--- src/gpt_pkg.sv ---
// Purpose: Shared constants and types for the gated 16-bit timer.
// Assumes: APB slave with 32-bit data, one word per register.
// Notes:   Register indices are scaled by four to form byte addresses.
package gpt_pkg;

  localparam int unsigned CNT_W   = 16;
  localparam int unsigned ADDR_W  = 16;
  localparam int unsigned DATA_W  = 32;

  // Register indices; byte address is four times the index.
  localparam logic [ADDR_W-1:0] CNT_IDX = 16'h0100;
  localparam logic [ADDR_W-1:0] PER_IDX = 16'h0102;
  localparam logic [ADDR_W-1:0] CTL_IDX = 16'h0104;
  localparam logic [ADDR_W-1:0] STS_IDX = 16'h0106;
  localparam logic [ADDR_W-1:0] MSK_IDX = 16'h0108;

  // Control register bit positions.
  localparam int unsigned CTL_ON_POS    = 15;
  localparam int unsigned CTL_IDLE_POS  = 13;
  localparam int unsigned CTL_GATE_POS  = 6;
  localparam int unsigned CTL_PS_POS    = 4;
  localparam int unsigned CTL_SYNC_POS  = 2;
  localparam int unsigned CTL_SRC_POS   = 1;

  // Status and mask bit positions.
  localparam int unsigned EVT_W         = 2;
  localparam int unsigned EVT_MATCH_POS = 0;
  localparam int unsigned EVT_GATE_POS  = 1;

  localparam logic [CNT_W-1:0] CNT_RST = 16'h0000;
  localparam logic [CNT_W-1:0] PER_RST = 16'hFFFF;

  // Prescaler terminal counts for 1:1, 1:8, 1:64 and 1:256.
  localparam int unsigned PS_W = 8;
  localparam logic [PS_W-1:0] PS_LAST_1   = 8'h00;
  localparam logic [PS_W-1:0] PS_LAST_8   = 8'h07;
  localparam logic [PS_W-1:0] PS_LAST_64  = 8'h3F;
  localparam logic [PS_W-1:0] PS_LAST_256 = 8'hFF;

  typedef struct packed {
    logic       timer_on_bit;
    logic       idle_stop_bit;
    logic       gate_accumulate_enable;
    logic [1:0] prescale_select;
    logic       external_sync_select;
    logic       clock_source_select;
  } gpt_ctrl_t;

  localparam gpt_ctrl_t CTRL_RST = '0;

  function automatic logic [ADDR_W-1:0] gpt_byte_addr(input logic [ADDR_W-1:0] idx);
    gpt_byte_addr = {idx[ADDR_W-3:0], 2'b00};
  endfunction : gpt_byte_addr

endpackage : gpt_pkg

--- src/gpt_timer.sv ---
// Purpose: 16-bit timer/counter with period match, gating and prescaler.
// Assumes: Pin and CPU power-state inputs are synchronous to core_clk_i.
// Notes:   Instruction cycles come from a divider enable; default is every clock.
`timescale 1ns/100ps

module gpt_timer #(
  parameter int unsigned CYC_DIV = 1
) (
  input  wire logic                       core_clk_i,
  input  wire logic                       rst_n_i,
  input  wire logic                       psel_i,
  input  wire logic                       penable_i,
  input  wire logic                       pwrite_i,
  input  wire logic [gpt_pkg::ADDR_W-1:0] paddr_i,
  input  wire logic [gpt_pkg::DATA_W-1:0] pwdata_i,
  input  wire logic                       external_clock_gate_pin_i,
  input  wire logic                       cpu_idle_i,
  input  wire logic                       cpu_sleep_i,
  output logic      [gpt_pkg::DATA_W-1:0] prdata_o,
  output logic                            pready_o,
  output logic                            pslverr_o,
  output logic                            irq_o
);

  localparam int unsigned DIV_W = (CYC_DIV > 1) ? $clog2(CYC_DIV) : 1;
  localparam logic [DIV_W-1:0] DIV_LAST = DIV_W'(CYC_DIV - 1);

  logic [gpt_pkg::CNT_W-1:0] count_value_q, count_value_d;
  logic [gpt_pkg::CNT_W-1:0] period_value_q, period_value_d;
  gpt_pkg::gpt_ctrl_t        timer_control_q, timer_control_d;
  logic [gpt_pkg::EVT_W-1:0] status_q, status_d;
  logic [gpt_pkg::EVT_W-1:0] irq_mask_q, irq_mask_d;
  logic [gpt_pkg::PS_W-1:0]  ps_cnt_q, ps_cnt_d;
  logic [DIV_W-1:0]          div_q, div_d;
  logic                      sync1_q, sync2_q, sync3_q;
  logic                      raw_q, raw_prev_q;
  logic [gpt_pkg::DATA_W-1:0] prdata_q, prdata_d;
  logic                      pready_q, pready_d;
  logic                      pslverr_q, pslverr_d;
  logic                      irq_q, irq_d;

  logic                      instr_tick;
  logic                      acc, wr, rd, hit;
  logic                      wr_cnt, wr_ctl, rd_sts;
  logic                      gated, run, in_evt, adv, match, gate_fall;
  logic                      sync_rise, raw_rise;
  logic [gpt_pkg::PS_W-1:0]  ps_last;
  logic [gpt_pkg::EVT_W-1:0] evt;
  logic [gpt_pkg::CNT_W-1:0] wdata16;

  // Instruction-cycle enable from a divider of the core clock.
  always_comb begin
    div_d      = (div_q == DIV_LAST) ? '0 : div_q + 1'b1;
    instr_tick = (div_q == DIV_LAST);
  end

  // Pin capture: a two-stage synchroniser plus an edge stage, and a raw path.
  always_ff @(posedge core_clk_i or negedge rst_n_i) begin
    if (!rst_n_i) begin
      div_q      <= '0;
      sync1_q    <= 1'b0;
      sync2_q    <= 1'b0;
      sync3_q    <= 1'b0;
      raw_q      <= 1'b0;
      raw_prev_q <= 1'b0;
    end else begin
      div_q      <= div_d;
      sync1_q    <= external_clock_gate_pin_i;
      sync2_q    <= sync1_q;
      sync3_q    <= sync2_q;
      raw_q      <= external_clock_gate_pin_i;
      raw_prev_q <= raw_q;
    end
  end

  // APB decode; the access completes in the cycle after setup.
  always_comb begin
    acc     = psel_i & penable_i & pready_q;
    wr      = acc & pwrite_i;
    rd      = acc & ~pwrite_i;
    wdata16 = pwdata_i[gpt_pkg::CNT_W-1:0];
    hit     = (paddr_i == gpt_pkg::gpt_byte_addr(gpt_pkg::CNT_IDX)) |
              (paddr_i == gpt_pkg::gpt_byte_addr(gpt_pkg::PER_IDX)) |
              (paddr_i == gpt_pkg::gpt_byte_addr(gpt_pkg::CTL_IDX)) |
              (paddr_i == gpt_pkg::gpt_byte_addr(gpt_pkg::STS_IDX)) |
              (paddr_i == gpt_pkg::gpt_byte_addr(gpt_pkg::MSK_IDX));
    wr_cnt  = wr & (paddr_i == gpt_pkg::gpt_byte_addr(gpt_pkg::CNT_IDX));
    wr_ctl  = wr & (paddr_i == gpt_pkg::gpt_byte_addr(gpt_pkg::CTL_IDX));
    rd_sts  = rd & (paddr_i == gpt_pkg::gpt_byte_addr(gpt_pkg::STS_IDX));
  end

  // Count-input selection and run qualification.
  always_comb begin
    sync_rise = sync2_q & ~sync3_q;
    raw_rise  = raw_q & ~raw_prev_q;
    gated     = timer_control_q.gate_accumulate_enable & timer_control_q.timer_on_bit &
                ~timer_control_q.clock_source_select;
    gate_fall = gated & ~sync2_q & sync3_q;
    if (timer_control_q.clock_source_select) begin
      in_evt = timer_control_q.external_sync_select ? sync_rise : raw_rise;
    end else begin
      in_evt = instr_tick & (~gated | sync2_q);
    end
    run = timer_control_q.timer_on_bit &
          ~(cpu_idle_i & timer_control_q.idle_stop_bit) &
          ~(cpu_sleep_i & ~(timer_control_q.clock_source_select &
                            ~timer_control_q.external_sync_select));
  end

  // Prescaler and counter.
  always_comb begin
    unique case (timer_control_q.prescale_select)
      2'b00: ps_last = gpt_pkg::PS_LAST_1;
      2'b01: ps_last = gpt_pkg::PS_LAST_8;
      2'b10: ps_last = gpt_pkg::PS_LAST_64;
      2'b11: ps_last = gpt_pkg::PS_LAST_256;
    endcase
    adv      = 1'b0;
    ps_cnt_d = ps_cnt_q;
    if (wr_cnt | ~timer_control_q.timer_on_bit) begin
      ps_cnt_d = '0;
    end else if (run & in_evt) begin
      if (ps_cnt_q >= ps_last) begin
        ps_cnt_d = '0;
        adv      = 1'b1;
      end else begin
        ps_cnt_d = ps_cnt_q + 1'b1;
      end
    end
    match         = adv & (count_value_q == period_value_q);
    count_value_d = count_value_q;
    // count write loads, control write does not touch
    if (wr_cnt) begin
      count_value_d = wdata16;
    end else if (adv) begin
      // wrap to zero on period match
      count_value_d = match ? gpt_pkg::CNT_RST : count_value_q + 1'b1;
    end
  end

  // Registers written by software, and the sticky event flags.
  always_comb begin
    period_value_d  = period_value_q;
    timer_control_d = timer_control_q;
    irq_mask_d      = irq_mask_q;
    if (wr & (paddr_i == gpt_pkg::gpt_byte_addr(gpt_pkg::PER_IDX))) begin
      period_value_d = wdata16;
    end
    if (wr_ctl) begin
      timer_control_d.timer_on_bit           = pwdata_i[gpt_pkg::CTL_ON_POS];
      timer_control_d.idle_stop_bit          = pwdata_i[gpt_pkg::CTL_IDLE_POS];
      timer_control_d.gate_accumulate_enable = pwdata_i[gpt_pkg::CTL_GATE_POS];
      timer_control_d.prescale_select        = pwdata_i[gpt_pkg::CTL_PS_POS +: 2];
      timer_control_d.external_sync_select   = pwdata_i[gpt_pkg::CTL_SYNC_POS];
      timer_control_d.clock_source_select    = pwdata_i[gpt_pkg::CTL_SRC_POS];
    end
    if (wr & (paddr_i == gpt_pkg::gpt_byte_addr(gpt_pkg::MSK_IDX))) begin
      irq_mask_d = pwdata_i[gpt_pkg::EVT_W-1:0];
    end
    evt                          = '0;
    evt[gpt_pkg::EVT_MATCH_POS]  = match;
    evt[gpt_pkg::EVT_GATE_POS]   = gate_fall;
    // sticky until read; a new event beats the clear
    status_d = (rd_sts ? '0 : status_q) | evt;
    irq_d    = |(status_d & irq_mask_d);
  end

  // Read mux and slave answer.
  always_comb begin
    prdata_d  = '0;
    pready_d  = psel_i & ~penable_i & ~pready_q;
    pslverr_d = psel_i & ~penable_i & ~pready_q & ~hit;
    if (psel_i & ~penable_i & ~pwrite_i) begin
      if (paddr_i == gpt_pkg::gpt_byte_addr(gpt_pkg::CNT_IDX)) begin
        prdata_d[gpt_pkg::CNT_W-1:0] = count_value_q;
      end else if (paddr_i == gpt_pkg::gpt_byte_addr(gpt_pkg::PER_IDX)) begin
        prdata_d[gpt_pkg::CNT_W-1:0] = period_value_q;
      end else if (paddr_i == gpt_pkg::gpt_byte_addr(gpt_pkg::CTL_IDX)) begin
        prdata_d[gpt_pkg::CTL_ON_POS]    = timer_control_q.timer_on_bit;
        prdata_d[gpt_pkg::CTL_IDLE_POS]  = timer_control_q.idle_stop_bit;
        prdata_d[gpt_pkg::CTL_GATE_POS]  = timer_control_q.gate_accumulate_enable;
        prdata_d[gpt_pkg::CTL_PS_POS +: 2] = timer_control_q.prescale_select;
        prdata_d[gpt_pkg::CTL_SYNC_POS]  = timer_control_q.external_sync_select;
        prdata_d[gpt_pkg::CTL_SRC_POS]   = timer_control_q.clock_source_select;
      end else if (paddr_i == gpt_pkg::gpt_byte_addr(gpt_pkg::STS_IDX)) begin
        // Status is sampled at setup; an event in the access cycle survives the clear.
        prdata_d[gpt_pkg::EVT_W-1:0] = status_q | evt;
      end else if (paddr_i == gpt_pkg::gpt_byte_addr(gpt_pkg::MSK_IDX)) begin
        prdata_d[gpt_pkg::EVT_W-1:0] = irq_mask_q;
      end
    end
  end

  always_ff @(posedge core_clk_i or negedge rst_n_i) begin
    if (!rst_n_i) begin
      count_value_q   <= gpt_pkg::CNT_RST;
      period_value_q  <= gpt_pkg::PER_RST;
      timer_control_q <= gpt_pkg::CTRL_RST;
      status_q        <= '0;
      irq_mask_q      <= '0;
      ps_cnt_q        <= '0;
      prdata_q        <= '0;
      pready_q        <= 1'b0;
      pslverr_q       <= 1'b0;
      irq_q           <= 1'b0;
    end else begin
      count_value_q   <= count_value_d;
      period_value_q  <= period_value_d;
      timer_control_q <= timer_control_d;
      status_q        <= status_d;
      irq_mask_q      <= irq_mask_d;
      ps_cnt_q        <= ps_cnt_d;
      prdata_q        <= prdata_d;
      pready_q        <= pready_d;
      pslverr_q       <= pslverr_d;
      irq_q           <= irq_d;
    end
  end

  assign prdata_o  = prdata_q;
  assign pready_o  = pready_q;
  assign pslverr_o = pslverr_q;
  assign irq_o     = irq_q;
endmodule : gpt_timer

--- config.mk ---
export PLATFORM = sky130hd
export DESIGN_NAME = gpt_timer
export DESIGN_NICKNAME = d
export VERILOG_FILES = /design/src/gpt_pkg.sv /design/src/gpt_timer.sv
export SDC_FILE = /design/constraint.sdc
export NUM_CORES = 1
export LEC_CHECK = 0
export BUFFER_PORTS_ARGS = -buffer_cell sky130_fd_sc_hd__buf_4
export CAP_MARGIN = 5
export CORE_ASPECT_RATIO = 1.2
export CORE_MARGIN = 2
export CORE_UTILIZATION = 45
export DETAILED_ROUTE_END_ITERATION = 8
export PLACE_DENSITY = 0.69
export SLEW_MARGIN = 20
export SYNTH_ARGS = -nofsm -noshare
export SYNTH_HDL_FRONTEND = slang
export SYNTH_SLANG_ARGS = --single-unit
--- constraint.sdc ---
create_clock -name core_clk_i -period 2.3 [get_ports core_clk_i]
set_clock_uncertainty 0.2 [all_clocks]
set_input_delay 0.23 -clock core_clk_i [delete_from_list [all_inputs] [get_ports core_clk_i]]
set_output_delay 0.23 -clock core_clk_i [all_outputs]
set_load 0.03 [all_outputs]
## Word-level counts from Yosys, hierarchy flattened

Cells that the tools add are included.

- Register bits after elaboration: 74
- Input bits: 56
- Output and inout bits: 35
- Word-level logic and storage cells: 118

- Add/subtract/negate cells: 3
- $lt $le $gt $ge: 1
- Equal/unequal tests: 9
- Multiplexer cells: 32
- Bitwise gates (word level): 50
- Reduce and logical (&&, ||, !) cells: 4

Operators by type and width:

| cell | count |
|---|---|
| $eq 16x11->1 const B | 5 |
| $mux 16 | 5 |
| $pmux 8 s4 | 1 |
| $and 1x1->1 | 27 |
| $mux 8 | 3 |
| $add 16x1->16 const B | 1 |
| $eq 16x16->1 | 1 |
| $mux 1 | 15 |
| $not 1->1 | 14 |
| $mux 3 | 3 |
| $add 8x1->8 const B | 1 |
| $ge 8x8->1 | 1 |
| $mux 2 | 4 |
| $mux 6 | 1 |
| $or 1x1->1 | 6 |
| $eq 2x2->1 const B | 2 |
| $or 2x2->2 | 2 |
| $reduce_bool 2->1 | 2 |
| $and 2x2->2 | 1 |
| $eq 2x1->1 const B | 1 |
| $logic_not 2->1 | 1 |
| $reduce_or 2->1 | 1 |
| $add 1x1->1 const B | 1 |

## Longest topological paths before layout

Gate-level depths: netlist of run 1.

- Depth after elaboration: 16
- Depth in mapped cells: 10
- Gate-level depth less buffers: 8

## Worst setup path after synthesis of run 1

No wires, ideal clock.

- Path type: reg-to-reg
- Start point: register timer_control_q[3] (netlist name)
- End point: register count_value_q[7] (netlist name)
- Arrival: 2154 ps
- Data required time: 1976 ps
- Slack: -178 ps
- Cell stages (with the launch flop): 11
- Period minus slack after synthesis: 2478 ps
- Cells stage by stage: dfrtp_1 nand2_1 ha_1 and3_1 o2111ai_1 o21ai_0 nor2b_1 clkbuf_1 buf_2 a21oi_1 a211o_1

- Longest elaborated chain between the ends: 10

Ends and longest elaborated chain:

| item | line | RTL |
|---|---|---|
| start: declaration | gpt_timer.sv:30 | `gpt_pkg::gpt_ctrl_t timer_control_q, timer_control_d;` |
| start signal: assignment | gpt_timer.sv:198 | `timer_control_q <= gpt_pkg::CTRL_RST;` |
| start signal: assignment | gpt_timer.sv:209 | `timer_control_q <= timer_control_d;` |
| $eq 2x2->1 (tied with other cells) | gpt_timer.sv:112 | `unique case (timer_control_q.prescale_select)` |
| $pmux 8 s4 (*) | gpt_timer.sv:112 |  |
| $ge 8x8->1 (*) | gpt_timer.sv:123 | `if (ps_cnt_q >= ps_last) begin` |
| $mux 1 (*) | gpt_timer.sv:123 |  |
| $mux 1 (*) | gpt_timer.sv:122 | `end else if (run & in_evt) begin` |
| $mux 1 (*) | gpt_timer.sv:120 | `if (wr_cnt \| ~timer_control_q.timer_on_bit) begin` |
| $and 1x1->1 | gpt_timer.sv:130 | `match = adv & (count_value_q == period_value_q);` |
| $mux 16 | gpt_timer.sv:137 | `count_value_d = match ? gpt_pkg::CNT_RST : count_value_q + 1'b1;` |
| $mux 16 | gpt_timer.sv:135 | `end else if (adv) begin` |
| $mux 16 | gpt_timer.sv:133 | `if (wr_cnt) begin` |
| end signal: assignment | gpt_timer.sv:196 | `count_value_q <= gpt_pkg::CNT_RST;` |
| end signal: assignment | gpt_timer.sv:207 | `count_value_q <= count_value_d;` |
| end: declaration | gpt_timer.sv:28 | `logic [gpt_pkg::CNT_W-1:0] count_value_q, count_value_d;` |

Mark *: on every way between the ends. The rest lies on a longest branch, timed or not. The select of a mux whose other input is x is not followed.
A chain may end at the register's enable or synchronous reset.

## Worst setup path in the final report of run 1

- Start point: register timer_control_q[3] (netlist name)
- End point: register count_value_q[3] (netlist name)

The elaborated chain is that of the path after synthesis.

==> run metrics, run 1 <==
Critical R2R Capture=count_value_q[3]$_DFFE_PN0P_; clock transition at the registers of the reported paths=0.08 ns; final worst setup slack=-0.147 ns; # DRC=0; sw frac=25.4%; fin. max-slew vios=0; DR iter-0 viols=268; final setup vio count=26; Least-Margin Pin Slew=0.906 ns; floorplan core area=0.00894 mm^2; share of post-route cells with drive strength above 1=42.8%; ys async rst share=100%; reg-to-reg setup timing slack=-0.15 ns; CTS Buf Count=9; Slew Limit Headroom=39.6%; first-pass GRT wire length=17500 um; Cells on Worst Hold Path=4; worst hold slack=0.0621 ns; sequential share of power=51.3%; cells on worst reg2reg path=9; RSZ-0062 raised after global routing=yes; clock share of power=41.2%; Die X=90.8 um; net load switching power=0.000640 W; Pre-antenna DRT Iters=6; clk sinks=73; internal power=0.00188 W; Post-DRT Antenna Nets=0; final worst-path cycle share=106%; vias=3584; WS Path Type=reg2reg; largest net degree at the start of global routing=74; CP Max Fanout=7; initial antenna violation count=0; Skew-Pair Late Insertion Delay=0.36 ns; Max Clk Rate=0.409 GHz; clock root buffer=clkbuf_8; FILL cells=722; Max-cap violations=0; Max stage delay on crit path=0.48 ns; number of flops mapped to enable cells by yosys=0; share of the synthesized area in the top cell type=35.0%; Diodes inserted=0; flip-flop and latch area=0.00185 mm^2; Endpoint, Worst Hold=pslverr_o$_DFF_PN0_; Syn-to-layout area delta=39.9%; GP Congestion=0.955; port bufs=58; hold_sp=psel_i; Tmin final=2.45 ns; vias per cell=5.53; CP Data Arrival Time=2.50 ns; endpoint type of the worst setup path=flip-flop; run status=finished, violations left; ys flop type=dfrtp_1; Post-Syn Area=0.00407 mm^2; yosys warns=0; Yosys top cell by area=dfrtp_1; sequential share of the synthesized area=45.4%; Std-Cell Rows=38; CP Launch Type=flip-flop; final hold vios=0; worst slack at placement=-0.214 ns; CTS tree=done; io pins=91; failing checks=setup timing; Gate power share=7.5%; global route overflow=0; worst path required time=2.35 ns; starting density of the core=45.5%; post-synthesis cell type count=63; Multi-input gate area=0.00229 mm^2; maximum clock insertion buffer count=2; critical path's slowest cell=dfrtp_2; dpl hpwl=7700 um; DRT Wirelength=10900 um; leak pwr=2.74 nW; number of global-route vias before repair=3558; overall die area=0.00982 mm^2; mean post-synth cell area=10.5 um^2; Worst Hold Class=in2reg; layout net count=587; register bit count reported by yosys=73; synth top area cells=dfrtp_1 35%, dfstp_2 10%, mux2_2 6.4%, xor2_1 3.4%, buf_4 3.1%; Die Y-Extent=108 um; Peak VDD IR=282 uV; Power Density=442 mW/mm^2; Tot GR Track Use=22.9%; Avg WL per Cell=16.8 um; worst r2r src=timer_control_q[3]$_DFFE_PN0P_; Synth Instances=389; crit path cell chain=nor2_4 -> ha_1 -> or2_2 -> a21oi_4 -> o21ai_4 -> nor2b_4 -> buf_6 -> and4b_1 -> a221o_1; H-tree lvl count=3
## cells in the final DEF, fill, tap and decap left out, types with 3 or more instances in the layout
cell / count
nand2_1: 31
nor4_2: 4
mux2i_1: 3
o22ai_2: 6
a221o_1: 3
nor4_1: 7
nand4_1: 8
buf_6: 6
nor3b_2: 6
a21o_1: 14
ha_4: 3
nand3_1: 10
dfrtp_1: 55
buf_4: 115
clkbuf_8: 9
a22oi_1: 8
conb_1: 16
and3_1: 9
xor2_1: 16
clkinvlp_4: 3
mux2_2: 23
dlygate4sd3_1: 21
ha_1: 5
a21oi_1: 8
o21ai_1: 5
a222oi_1: 6
nor2_1: 25
inv_1: 9
dfstp_2: 16
nor3_1: 4
o21ai_0: 9
## worst max-delay path: cells and delay by family (launching register included)
family | cells | cell delay [ns]
compound gates | 3 | 0.48
buf+inv | 1 | 0.17
fa+ha+maj | 1 | 0.25
simple gates | 4 | 0.75
flops | 1 | 0.48
## kinds of logic (layout without fill, tap and decap cells)
family | after synthesis | after routing | share of synthesized area, %
buffers and inverters | 45 | 169 | 6.18
other | 1 | 16 | 0.0921
adder cells (fa/ha/maj) | 8 | 8 | 2.46
AO/OA/AOI/OAI | 87 | 87 | 15.8
multiplexers | 26 | 26 | 7.10
AND/OR/NAND/NOR | 133 | 133 | 19.6
XOR/XNOR | 16 | 16 | 3.44
flip-flops | 73 | 73 | 45.4
## cells in the mapped netlist, types with 10 or more instances
library cell	number
a21o_1	14
mux2_2	23
a21oi_1	11
nor2_1	26
o21ai_0	14
nand2_1	32
inv_1	10
and3_1	10
buf_4	17
dfrtp_1	57
dfstp_2	16
nand3_1	10
xor2_1	16
## state kept, by name, summed over array words and instances, names as in the netlist, 2 cells and up
register         flops
period_value_q      16
count_value_q       16
irq_mask_q           2
prdata_o            16
status_q             2
ps_cnt_q             8
timer_control_q      7
## through the flow
step	TNS (ns)	cell area (um^2)	util [%]	std cells	power, W
after CTS	-1.39	5600	62.6	647	0.00254
after global routing	-4.31	5690	63.7	648	0.00262
after detailed placement	-3.81	4980	55.8	606	0.00148
after floorplan	0	4180	-	404	0.00139
final	-2.02	5690	63.7	648	0.00252
after global placement	-3.20	4980	55.8	606	0.00147
## power by group through the flow
| stage | Sequential, W | Combinational (W) | Clock, W |
|---|---|---|---|
| 5_1_grt | 0.00129 | 0.000205 | 0.00113 |
| 4_1_cts | 0.00129 | 0.000191 | 0.00106 |
| 6_report | 0.00129 | 0.000188 | 0.00104 |
| 3_3_place_gp | 0.00132 | 0.000159 | 0 |
| 2_1_floorplan | 0.00132 | 0.0000725 | 0 |
| 3_5_place_dp | 0.00132 | 0.000162 | 0 |
## worst max-delay path by stage
| stage | start | end | slack [ns] |
|---|---|---|---|
| floorplan | timer_control_q[3]$_DFFE_PN0P_ | count_value_q[3]$_DFFE_PN0P_ | 0.0007 |
| global placement | timer_control_q[3]$_DFFE_PN0P_ | count_value_q[10]$_DFFE_PN0P_ | -0.17 |
| detailed placement | timer_control_q[3]$_DFFE_PN0P_ | ps_cnt_q[4]$_DFFE_PN0P_ | -0.21 |
| CTS | timer_control_q[3]$_DFFE_PN0P_ | count_value_q[3]$_DFFE_PN0P_ | -0.12 |
| global route | timer_control_q[3]$_DFFE_PN0P_ | count_value_q[3]$_DFFE_PN0P_ | -0.22 |
| finish | timer_control_q[3]$_DFFE_PN0P_ | count_value_q[3]$_DFFE_PN0P_ | -0.15 |
## metal layers
layer | up-vias | share of wire, % | wire length, um | GRT usage, %
li1 | 1683 | - | - | -
met1 | 1764 | 41 | 4420 | 26.8
met2 | 110 | 52 | 5680 | 41.4
met3 | 27 | 4.5 | 491 | 4.25
met4 | 0 | 2.8 | 301 | 9.85
met5 | - | 0 | 0 | 0
## repair_timing
action                                  CTS  global route
buffers inserted                          3             1
hold buffers                             21             0
endpoints found under the hold margin    99             0
resized for setup                        35            15
endpoints found under the setup margin   25            27
pin swaps                                11             7
cloned                                    1             0
## cell type report
type,instances,area share [%]
Clock inverter,7,1.38
Multi-Input combinational cell,286,40.2
Inverter,10,0.703
Timing Repair Buffer,143,20.4
Clock buffer,9,2.18
Tap cell,120,2.64
Sequential cell,73,32.5
Power figures use the tool's default switching activity.
==> run 2, diff against run 1 <==
Settings changed: CORE_ASPECT_RATIO 1.2 to unset, MAX_ROUTING_LAYER set to met4.
==> run 2 against run 1 <==
  * The flow still finishes with violations (setup timing)
  * Clock power rose by 7%
  * Register-to-register slack got worse by 0.04 ns
  * Hold slack better by 0.050 ns
  * Worst setup slack got worse by 0.041 ns
  * Combinational power increased by 3%
  * Die area hardly changed
  * Count of clock-buffer cells in the layout is the same
  * Design area increased by 0.81%
  * Largest cell class unchanged
==> run metrics, run 2 (same netlist as run 1, synthesis figures left out) <==
run status=finished, violations left; failing checks=setup timing; CP Data Arrival Time=2.53 ns; crit path cell chain=nand2_4 -> ha_4 -> and3_4 -> o2111ai_4 -> o21ai_4 -> nor2b_4 -> buf_6 -> o22ai_2 -> a221o_1; reg-to-reg setup timing slack=-0.19 ns; endpoint type of the worst setup path=flip-flop; worst path required time=2.34 ns; Critical R2R Capture=count_value_q[3]$_DFFE_PN0P_; critical path's slowest cell=dfrtp_2; Max-cap violations=0; layout net count=590; Max Clk Rate=0.402 GHz; CTS tree=done; Syn-to-layout area delta=41.0%; cells on worst reg2reg path=9; initial antenna violation count=0; most frequent cells in the layout=115 x buf_4, 55 x dfrtp_1, 31 x nand2_1; CP bufs+invs=1; CP Max Fanout=6; RSZ-0062 raised after global routing=yes; maximum clock insertion buffer count=2; DRT Wirelength=10800 um; first-pass GRT wire length=17700 um; fin. max-slew vios=0; Std-Cell Rows=34; clock transition at the registers of the reported paths=0.08 ns; Tot GR Track Use=23.2%; Post-DRT Antenna Nets=0; Worst Hold Class=in2async; Max stage delay on crit path=0.47 ns; # DRC=0; CTS Buf Count=9; final worst setup slack=-0.188 ns; final setup vio count=25; overall die area=0.00982 mm^2; Finished Core Util=65.5%; vias per cell=5.66; io pins=91; final worst-path cycle share=108%; port bufs=58; clk sinks=73; CP Launch Type=flip-flop; worst r2r src=timer_control_q[3]$_DFFE_PN0P_; Power Density=451 mW/mm^2; Diodes inserted=0; Setup TNS=-2.68 ns; H-tree lvl count=3; GP Congestion=0.982; Worst path top cell family by delay=compound AO/OA/AOI/OAI gates; number of global-route vias before repair=3653; vias=3619; Die X=99.1 um; share of post-route cells with drive strength above 1=43.5%; largest net degree at the start of global routing=51; Pre-antenna DRT Iters=7; global route overflow=0; Least-Margin Pin Slew=0.562 ns; commonest non-fill, non-tap cell in the layout=buf_4; Slew Limit Headroom=62.5%; clock root buffer=clkbuf_8; DR iter-0 viols=323; dpl hpwl=7780 um; starting density of the core=46.4%; Avg WL per Cell=16.9 um; leak pwr=2.76 nW; final hold vios=0; Peak VDD IR=283 uV; Skew-Pair Late Insertion Delay=0.36 ns; Tmin final=2.49 ns; WS Path Type=reg2reg; Die Y-Extent=99.1 um; floorplan core area=0.00876 mm^2; worst slack at placement=-0.277 ns
run 2: cell count changes in the layout (fill, tap and decap cells not counted), moves of 2 or more:
cell	before	now
o21ai_0	9	5
o21ai_1	5	9
buf_6	6	9
o22ai_1	1	4
o22ai_2	6	3
ha_1	5	3
inv_6	2	0
nand2b_1	2	0
nand2b_4	0	2
run 2: cell type report:
class | instances | area, um^2
fill | 666 | 3020
multi-input combinational | 286 | 2300
sequential | 73 | 1850
timing repair buffer | 146 | 1190
tap | 108 | 135
clock buffer | 9 | 124
clock inverter | 7 | 95.1
inverter | 10 | 40.0
run 2: metal layers:
metal / vias up / GRT usage (%) / part of all wire, %
li1: 1690 / - / -
met1: 1773 / 28.6 / 43
met2: 135 / 37.9 / 50
met3: 21 / 5.48 / 6.1
met4: 0 / 7.27 / 1.4
met5: - / - / 0
run 2: through the flow:
| stage | cell area [um^2] | hold WS [ns] | total power [W] | instances |
|---|---|---|---|---|
| after detailed placement | 4990 | -0.0480 | 0.00148 | 597 |
| after global routing | 5740 | 0.111 | 0.00269 | 639 |
| after global placement | 4990 | -0.0532 | 0.00148 | 597 |
| after floorplan | 4180 | -0.266 | 0.00139 | 404 |
| final | 5740 | 0.112 | 0.00259 | 639 |
| after CTS | 5600 | 0.0814 | 0.00261 | 638 |
run 2: worst reg2reg max path, cell delays in order (launching register included):
cell       delay, ns
dfrtp_2         0.47
nand2_4         0.10
ha_4            0.28
and3_4          0.22
o2111ai_4       0.12
o21ai_4         0.26
nor2b_4         0.22
buf_6           0.14
o22ai_2         0.07
a221o_1         0.30
run 2: how the worst max path moves through the flow:
| stage | from | to | slack [ns] | depth (start not counted) |
|---|---|---|---|---|
| floorplan | timer_control_q[3]$_DFFE_PN0P_ | count_value_q[3]$_DFFE_PN0P_ | 0.0007 | 9 |
| global placement | timer_control_q[3]$_DFFE_PN0P_ | count_value_q[5]$_DFFE_PN0P_ | -0.15 | 9 |
| detailed placement | timer_control_q[3]$_DFFE_PN0P_ | count_value_q[5]$_DFFE_PN0P_ | -0.28 | 9 |
| CTS | timer_control_q[2]$_DFFE_PN0P_ | count_value_q[15]$_DFFE_PN0P_ | -0.14 | 9 |
| global route | timer_control_q[3]$_DFFE_PN0P_ | count_value_q[5]$_DFFE_PN0P_ | -0.28 | 9 |
| finish | timer_control_q[3]$_DFFE_PN0P_ | count_value_q[3]$_DFFE_PN0P_ | -0.19 | 9 |
run 2: power by group:
| part | switching, W | total [W] | leakage [nW] | internal [W] |
|---|---|---|---|---|
| Combinational | 0.000109 | 0.000193 | 1.72 | 0.0000835 |
| Clock | 0.000498 | 0.00111 | 0.0975 | 0.000607 |
| Sequential | 0.00000277 | 0.00129 | 0.946 | 0.00129 |
run 2: timing repair:
item | in CTS | in global routing
cloned | 1 | 0
pin swaps | 14 | 13
hold buffers | 21 | 0
hold endpoints to repair | 106 | 0
endpoints found under the setup margin | 26 | 27
buffers inserted | 3 | 1
resized for setup | 34 | 25
